**config.mk**
```make
export PLATFORM = sky130hd
export DESIGN_NAME = vih_irq_handler
export DESIGN_NICKNAME = d
export VERILOG_FILES = /design/src/rtl/vih_pkg.sv /design/src/rtl/vih_ext_sense.sv /design/src/rtl/vih_irq_handler.sv
export SDC_FILE = /design/constraint.sdc
export NUM_CORES = 1
export LEC_CHECK = 0
export CELL_PAD_IN_SITES_DETAIL_PLACEMENT = 1
export CELL_PAD_IN_SITES_GLOBAL_PLACEMENT = 2
export CORE_AREA = 2 2 85 87
export DETAILED_ROUTE_END_ITERATION = 12
export DIE_AREA = 0 0 87 89
export DONT_BUFFER_PORTS = 1
export GPL_ROUTABILITY_DRIVEN = 0
export PLACE_DENSITY = 0.88
export SYNTH_ARGS = -nofsm -noshare
export SYNTH_HDL_FRONTEND = slang
export SYNTH_SLANG_ARGS = --single-unit
```
**constraint.sdc**
```tcl
create_clock -name core_clk -period 2.3 [get_ports core_clk]
set_input_delay 0.23 -clock core_clk [delete_from_list [all_inputs] [get_ports core_clk]]
set_output_delay 0.23 -clock core_clk [all_outputs]
set_load 0.02 [all_outputs]
```
**src/rtl/vih_pkg.sv**
```systemverilog
// Overview of operation
// - Twelve sources arbitrated across two priority levels.
// - Pending flag sets regardless of enable state.
// - Enabled pending source requests a vector call.
// - Return resumes the interrupted program flow.
// - Disabled pending flag produces no request.
// - Global enable bit gates every source enable.
// - Some flags cleared by hardware on vectoring.
// - Flag still set after return re-requests.
// - Software setting a flag acts as event.
// - External inputs select edge/level and polarity.
// - Edge external flag clears on vectoring.
// - Level external flag follows active input.
// - External inputs watch pins, crossbar undisturbed.
// - High priority preempts low, never preempted.
// - Higher level first, then fixed source order.
// - Sampled each cycle; fastest response five cycles.
// - One instruction runs after return before call.
// - Worst case response is eighteen cycles.
// - Equal or lower priority waits for return.
// - Vectors start at 0x0003, eight apart.
package vih_pkg;

  // ==========================================================================
  // Sizes and source order
  localparam int NUM_SRC = 12;
  localparam int SRC_W = 4;
  localparam int NUM_EXT = 2;
  localparam logic [SRC_W-1:0] SRC_EXT0 = 4'h0;
  localparam logic [SRC_W-1:0] SRC_EXT1 = 4'h2;

  // ==========================================================================
  // Field positions of the enable and priority inputs
  localparam int GLOBAL_EN_BIT = 7;
  localparam int BASE_FIELD_W = 6;
  localparam int EXT_FIELD_W = 6;

  // ==========================================================================
  // External input configuration codes
  localparam logic SENSE_EDGE = 1'b0;
  localparam logic SENSE_LEVEL = 1'b1;
  localparam logic POL_ACTIVE_LOW = 1'b0;
  localparam logic POL_ACTIVE_HIGH = 1'b1;

  // ==========================================================================
  // Sources whose flag hardware clears when the call is made
  localparam logic [NUM_SRC-1:0] HW_CLEAR_MASK = 12'h00f;

  // ==========================================================================
  // Vectors and timing counts, in system clock cycles
  localparam logic [15:0] RESET_VECTOR = 16'h0000;
  localparam logic [15:0] VECTOR_BASE = 16'h0003;
  localparam logic [15:0] VECTOR_STEP = 16'h0008;
  localparam int DETECT_CYCLES = 1;
  localparam int CALL_CYCLES = 4;
  localparam int RETURN_FROM_IRQ_CYCLES = 5;
  localparam int DIV_CYCLES = 8;
  localparam int MIN_RESPONSE_CYCLES = DETECT_CYCLES + CALL_CYCLES;
  localparam int MAX_RESPONSE_CYCLES = DETECT_CYCLES + RETURN_FROM_IRQ_CYCLES + DIV_CYCLES + CALL_CYCLES;
  localparam logic [2:0] CALL_CNT_LAST = 3'(CALL_CYCLES - 1);

  // ==========================================================================
  // Reset values
  localparam logic [NUM_SRC-1:0] FLAGS_RESET = 12'h000;
  localparam logic [1:0] IN_SERVICE_RESET = 2'h0;
  localparam logic EXT_PREV_RESET = 1'b1;

  // ==========================================================================
  // State types
  typedef enum logic [1:0] {
    ST_RUN = 2'b01,
    ST_CALL = 2'b10
  } vih_state_type;

  typedef struct packed {
    vih_state_type state;
    logic [NUM_SRC-1:0] flags;
    logic req_valid;
    logic req_high;
    logic [SRC_W-1:0] req_src;
    logic [2:0] call_cnt;
    logic [15:0] vector;
    logic [SRC_W-1:0] svc_src;
    logic [1:0] in_service;
  } vih_core_type;

  typedef struct packed {
    logic prev_active;
  } vih_ext_type;

endpackage : vih_pkg

```
**src/rtl/vih_ext_sense.sv**
```systemverilog
`timescale 1ns/1ns
module vih_ext_sense (
  input wire logic core_clk,
  input wire logic rstn,
  input wire logic pin,
  input wire logic polarity,
  output logic active,
  output logic edge_event
);
  import vih_pkg::*;

  vih_ext_type state_reg;
  vih_ext_type state_next;

  // ==========================================================================
  // Polarity and edge detection
  always_comb begin
    active = (polarity == POL_ACTIVE_HIGH) ? pin : ~pin;
    edge_event = active & ~state_reg.prev_active;
    state_next = state_reg;
    state_next.prev_active = active;
  end

  always_ff @(posedge core_clk) begin
    if (!rstn) begin
      state_reg.prev_active <= EXT_PREV_RESET;
    end else begin
      state_reg <= state_next;
    end
  end

endmodule : vih_ext_sense

```
**src/rtl/vih_irq_handler.sv**
```systemverilog
`timescale 1ns/1ns
module vih_irq_handler (
  input wire logic core_clk,
  input wire logic rstn,
  input wire logic ext_irq0_input,
  input wire logic ext_irq1_input,
  input wire logic ext0_sense_select,
  input wire logic ext1_sense_select,
  input wire logic ext0_polarity,
  input wire logic ext1_polarity,
  input wire logic [7:0] irq_enable_reg,
  input wire logic [vih_pkg::EXT_FIELD_W-1:0] irq_enable_ext_reg,
  input wire logic [7:0] irq_priority_reg,
  input wire logic [vih_pkg::EXT_FIELD_W-1:0] irq_priority_ext_reg,
  input wire logic [vih_pkg::NUM_SRC-1:0] periph_event,
  input wire logic [vih_pkg::NUM_SRC-1:0] sw_flag_set,
  input wire logic [vih_pkg::NUM_SRC-1:0] sw_flag_clr,
  input wire logic cpu_instr_done,
  input wire logic cpu_instr_is_return_from_irq,
  output logic [vih_pkg::NUM_SRC-1:0] pending_flags,
  output logic ext0_pending,
  output logic ext1_pending,
  output logic irq_request,
  output logic irq_request_high,
  output logic [vih_pkg::SRC_W-1:0] irq_request_src,
  output logic call_start,
  output logic call_active,
  output logic [15:0] long_call_vector,
  output logic [vih_pkg::SRC_W-1:0] service_src,
  output logic [1:0] in_service
);
  import vih_pkg::*;

  vih_core_type state_reg;
  vih_core_type state_next;

  logic [NUM_EXT-1:0] ext_pin;
  logic [NUM_EXT-1:0] ext_sense;
  logic [NUM_EXT-1:0] ext_pol;
  logic [NUM_EXT-1:0] ext_active;
  logic [NUM_EXT-1:0] ext_edge;
  logic [NUM_EXT-1:0][SRC_W-1:0] ext_src;

  logic [NUM_SRC-1:0] src_enable;
  logic [NUM_SRC-1:0] src_high;
  logic [NUM_SRC-1:0] armed;
  logic [NUM_SRC-1:0] cand_high;
  logic [NUM_SRC-1:0] cand_low;
  logic [NUM_SRC-1:0] eligible;
  logic [NUM_SRC-1:0] hw_clear_now;
  logic pick_valid;
  logic pick_high;
  logic [SRC_W-1:0] pick_src;
  logic launch;
  logic return_from_irq_seen;

  // ==========================================================================
  // External inputs
  assign ext_pin = {ext_irq1_input, ext_irq0_input};
  assign ext_sense = {ext1_sense_select, ext0_sense_select};
  assign ext_pol = {ext1_polarity, ext0_polarity};
  assign ext_src[0] = SRC_EXT0;
  assign ext_src[1] = SRC_EXT1;

  // The pins are only observed here, so whatever the crossbar routes to them is left alone.
  genvar gi;
  generate
    for (gi = 0; gi < NUM_EXT; gi++) begin : g_ext
      vih_ext_sense u_sense (
        .core_clk(core_clk),
        .rstn(rstn),
        .pin(ext_pin[gi]),
        .polarity(ext_pol[gi]),
        .active(ext_active[gi]),
        .edge_event(ext_edge[gi])
      );
    end
  endgenerate

  // ==========================================================================
  // Enable and priority mapping
  always_comb begin
    src_enable = {irq_enable_ext_reg, irq_enable_reg[BASE_FIELD_W-1:0]};
    src_high = {irq_priority_ext_reg, irq_priority_reg[BASE_FIELD_W-1:0]};
    if (irq_enable_reg[GLOBAL_EN_BIT]) begin
      armed = state_reg.flags & src_enable;
    end else begin
      armed = '0;
    end
    cand_high = armed & src_high;
    cand_low = armed & ~src_high;
    // A high routine in service blocks everything, a low one blocks all but high.
    if (state_reg.in_service[1]) begin
      eligible = '0;
    end else if (state_reg.in_service[0]) begin
      eligible = cand_high;
    end else begin
      eligible = cand_high | cand_low;
    end
  end

  // ==========================================================================
  // Arbitration: high level first, then lowest source index
  always_comb begin
    pick_valid = 1'b0;
    pick_high = 1'b0;
    pick_src = '0;
    for (int i = NUM_SRC - 1; i >= 0; i--) begin
      if (eligible[i] && !src_high[i] && !(|(eligible & src_high))) begin
        pick_valid = 1'b1;
        pick_high = 1'b0;
        pick_src = SRC_W'(i);
      end
    end
    for (int i = NUM_SRC - 1; i >= 0; i--) begin
      if (eligible[i] && src_high[i]) begin
        pick_valid = 1'b1;
        pick_high = 1'b1;
        pick_src = SRC_W'(i);
      end
    end
  end

  // ==========================================================================
  // Call launch and return handling
  always_comb begin
    return_from_irq_seen = cpu_instr_done & cpu_instr_is_return_from_irq;
    // The request was sampled a cycle earlier and must still be eligible now.
    // The return itself never launches, so one more instruction always runs first.
    launch = (state_reg.state == ST_RUN) && state_reg.req_valid && cpu_instr_done
      && !cpu_instr_is_return_from_irq && eligible[state_reg.req_src];
    hw_clear_now = '0;
    if (launch) begin
      hw_clear_now[state_reg.req_src] = HW_CLEAR_MASK[state_reg.req_src];
      for (int e = 0; e < NUM_EXT; e++) begin
        if (state_reg.req_src == ext_src[e] && ext_sense[e] == SENSE_LEVEL) begin
          hw_clear_now[state_reg.req_src] = 1'b0;
        end
      end
    end
  end

  // ==========================================================================
  // Next state
  always_comb begin
    state_next = state_reg;

    // Pending flags: a set in the same cycle as a clear wins.
    for (int s = 0; s < NUM_SRC; s++) begin
      if (periph_event[s] || sw_flag_set[s]) begin
        state_next.flags[s] = 1'b1;
      end else if (sw_flag_clr[s] || hw_clear_now[s]) begin
        state_next.flags[s] = 1'b0;
      end
    end
    for (int e = 0; e < NUM_EXT; e++) begin
      if (ext_sense[e] == SENSE_LEVEL) begin
        state_next.flags[ext_src[e]] = ext_active[e];
      end else if (ext_edge[e] || sw_flag_set[ext_src[e]]) begin
        state_next.flags[ext_src[e]] = 1'b1;
      end else if (sw_flag_clr[ext_src[e]] || hw_clear_now[ext_src[e]]) begin
        state_next.flags[ext_src[e]] = 1'b0;
      end else begin
        state_next.flags[ext_src[e]] = state_reg.flags[ext_src[e]];
      end
    end

    // Detection cycle: sampled and decoded on every clock.
    state_next.req_valid = pick_valid;
    state_next.req_high = pick_high;
    state_next.req_src = pick_src;

    // Return from a routine retires the highest active marker.
    if (return_from_irq_seen) begin
      if (state_reg.in_service[1]) begin
        state_next.in_service[1] = 1'b0;
      end else begin
        state_next.in_service[0] = 1'b0;
      end
    end

    case (state_reg.state)
      ST_RUN: begin
        if (launch) begin
          state_next.state = ST_CALL;
          state_next.call_cnt = CALL_CNT_LAST;
          state_next.vector = VECTOR_BASE + {state_reg.req_src, 3'h0};
          state_next.svc_src = state_reg.req_src;
          if (state_reg.req_high) begin
            state_next.in_service[1] = 1'b1;
          end else begin
            state_next.in_service[0] = 1'b1;
          end
        end
      end
      ST_CALL: begin
        if (state_reg.call_cnt == 3'h0) begin
          state_next.state = ST_RUN;
        end else begin
          state_next.call_cnt = state_reg.call_cnt - 3'h1;
        end
      end
      default: begin
        state_next.state = ST_RUN;
      end
    endcase
  end

  // ==========================================================================
  // State register
  always_ff @(posedge core_clk) begin
    if (!rstn) begin
      state_reg.state <= ST_RUN;
      state_reg.flags <= FLAGS_RESET;
      state_reg.req_valid <= 1'b0;
      state_reg.req_high <= 1'b0;
      state_reg.req_src <= '0;
      state_reg.call_cnt <= 3'h0;
      state_reg.vector <= RESET_VECTOR;
      state_reg.svc_src <= '0;
      state_reg.in_service <= IN_SERVICE_RESET;
    end else begin
      state_reg <= state_next;
    end
  end

  // ==========================================================================
  // Outputs
  assign pending_flags = state_reg.flags;
  assign ext0_pending = state_reg.flags[SRC_EXT0];
  assign ext1_pending = state_reg.flags[SRC_EXT1];
  assign irq_request = state_reg.req_valid;
  assign irq_request_high = state_reg.req_high;
  assign irq_request_src = state_reg.req_src;
  assign call_start = launch;
  assign call_active = (state_reg.state == ST_CALL);
  assign long_call_vector = state_reg.vector;
  assign service_src = state_reg.svc_src;
  assign in_service = state_reg.in_service;

endmodule : vih_irq_handler

```
==> metrics.yaml <==
clock_network:
  path_clk_slew_ps: 80
  cts_buffers: 5
  cts_max_level: 2
  clk_latency_ps: 300
  cts_sinks: 32
  cts-root-buf: "clkbuf_8"
  tritoncts: "yes"
  clock_path_buffers: 2
worst_hold_path:
  hold_depth: 1
  min_to: "state_reg[43]$_SDFFE_PN1P_"
  min_from: "rstn"
  hp-class: "in -> reg"
grt:
  antenna_found_initial: 0
  grt_usage_pct: 17.9
  use_met3_pct: 6.37
  grt_start_max_net_pins: 36
  grt_overflow: 0
  use_met2_pct: 30.5
  gr-usage-met1_pct: 20.9
  grt_pass1_vias: 2055
  grt_pass1_wl_um: 10600
  grt-busiest-layer: "met2"
place:
  place_area_um2: 2220
  hpwl_um: 5180
  io_buffer_count: 0
timing:
  finalCritPeriodShare_pct: 97.8
  drv_slew: 0
  holdWs_ps: 20.6
  hold_viol: 0
  period_minus_slack_ps: 2250
  fmax_ghz: 0.445
  finalSetupViolCount: 0
  finalClockSkew_ps: 3.67
die:
  dieArea_um2: 7740
  row_count: 30
  core_um2: 6720
  io_pins: 118
  die_height_um: 89
  initial_core_util_pct: 33.9
  die_w_um: 87
final_layout:
  drive_gt1_share_pct: 19.1
  layout.nets: 347
  final_cell_area_um2: 2440
  largest_reg_flops: 12
  final_cell_mix: "31 x nand2_1, 26 x dfxtp_1, 18 x nor2_1, 16 x buf_4, 14 x nor2b_1"
  final_common_cell: "nand2_1"
  areaGrowthSynthToFinish_pct: 7.26
  antennaDiodeCount: 0
  nFillCells: 810
synth:
  synth_area_leaders: "dfxtp_1 28%, buf_4 13%, nand2_1 5.1%"
  synth_top_area_share_pct: 28.1
  yosys.area.top_type: "dfxtp_1"
  ys_seq_area_share_pct: 28.1
  ys_async_sr_fraction_pct: 0
  ys.warnings.count: 0
  synth_enable_flop_cells: 0
  ys_ff_latch: 32
  syn_inst: 281
  synth_ff_type: "dfxtp_1"
  syn_avg_cell_area_um2: 8.10
  yosys.cell_types.count: 56
  netlist_area_um2: 2280
route:
  via_per_inst: 5.81
  wire_per_inst_um: 19.8
  vias: 2045
  route.antenna.remaining_nets: 0
  drtPass1Iterations: 5
  drc: 0
  totalWireLength_um: 6960
  first_iter_violations: 94
setup_path:
  worstPathMaxFanout: 5
  crit_family: "compound AO/OA/AOI/OAI gates"
  worst_path_largest_cell_delay_ps: 350
  path_buf_inv: 2
  path_depth: 7
  cpMostUsedCell: "buf_12"
  critPathRequiredTime_ps: 2070
  crit_chain: "and4b_1, o211a_1, nor2_1, a211o_1, a2111oi_4, buf_12, buf_12"
  crit_path_start_kind: "register"
  reg2reg_from: "in_service[0]$_SDFF_PN0_"
  crit_type: "reg -> out"
  reg2reg_setup_slack_ps: 180
  worstPathArrival_ps: 2020
  worstSetupStartpoint: "in_service[1]$_SDFF_PN0_"
  reg2reg_depth: 8
  r2r_end: "in_service[0]$_SDFF_PN0_"
  cp-end-kind: "output port"
  crit_slowest_cell: "dfxtp_2"
run:
  cap_viol_max_count: 0
run_status:
  status: "complete, no violations"
pwr:
  ir_drop_uv: 206
  leakage_nw: 0.932
  powerDensity_nw_per_um2: 611
-- worst reg2reg max path: cells and delay by family, from the launching register on --
family                 cells  cell delay [ps]
buffers and inverters      3              500
DFF                        1              390
AOI/OAI and AO/OA          5             1120
-- final cells by class --
type                    instances  area, µm²  area share (%)
clock buffers                   5       68.8            2.82
well taps                      80        100            4.10
repair inverters                1       7.51           0.308
clock inverters                 3       42.5            1.74
repair buffers                 21        201            8.25
flip-flops and latches         32        653            26.8
multi-input cells             198       1320            54.0
inverters                      12       48.8            2.00
-- per-stage QoR --
step / utilization, % / setup WS (ps) / std cells / setup TNS [ps] / total power [mW]
detailed placement: 33.1 / 104 / 339 / 0 / 0.912
global route: 36.3 / -10.5 / 352 / -10.5 / 1.57
CTS: 35.5 / 1.78 / 351 / 0 / 1.49
global placement: 33.1 / 115 / 339 / 0 / 0.907
finish: 36.3 / 50.8 / 352 / 0 / 1.49
floorplan: - / 236 / 290 / 0 / 0.888
-- synthesized netlist by cell type (3+ instances only) --
| master | count |
|---|---|
| nand2_1 | 31 |
| nand4_1 | 8 |
| o21a_1 | 8 |
| o21ai_0 | 7 |
| nand2b_1 | 3 |
| buf_4 | 39 |
| a21oi_1 | 10 |
| and3_1 | 3 |
| dfxtp_1 | 32 |
| o211ai_1 | 4 |
| o2111ai_1 | 7 |
| o21bai_1 | 3 |
| o31a_1 | 11 |
| mux2i_1 | 4 |
| a31oi_1 | 3 |
| nand3_1 | 7 |
| o22ai_1 | 4 |
| inv_1 | 12 |
| nor3_1 | 4 |
| nor2b_1 | 14 |
| nor2_1 | 18 |
| clkbuf_1 | 4 |
-- worst max path at each step --
stage | end | slack [ps]
after floorplan | service_src[1]$_SDFFE_PN0P_ | 240
after global placement | call_start | 120
after detailed placement | call_start | 100
after CTS | call_start | 2
after global routing | call_start | -10
final | call_start | 50
-- metal layers --
layer  vias to the layer above  wire (µm)
li1                        949          -
met4                         0         80
met5                         -          0
met3                         7        554
met1                      1016       2980
met2                        73       3340
-- power breakdown --
group | switching, mW | total (mW) | internal, mW
Combinational | 0.156 | 0.273 | 0.118
Clock | 0.249 | 0.569 | 0.321
Sequential | 0.0621 | 0.648 | 0.586
Total | 0.466 | 1.49 | 1.02
-- cells by family after synthesis --
logic type      synth area share [%]
simple gates                    23.0
compound gates                  26.8
buf+inv                         17.5
flops                           28.1
xor+xnor                        1.54
mux                             1.76
fa+ha+maj                       1.10
other cells                    0.165
-- what timing repair did --
item	CTS	global route
hold buffers	1	0
resized for setup	8	12
hold endpoints to repair	2	0
pin swaps	1	2
setup buffers	2	1
endpoints found under the setup margin	1	3
gates cloned	1	0
(Power assumes the default switching activity.)
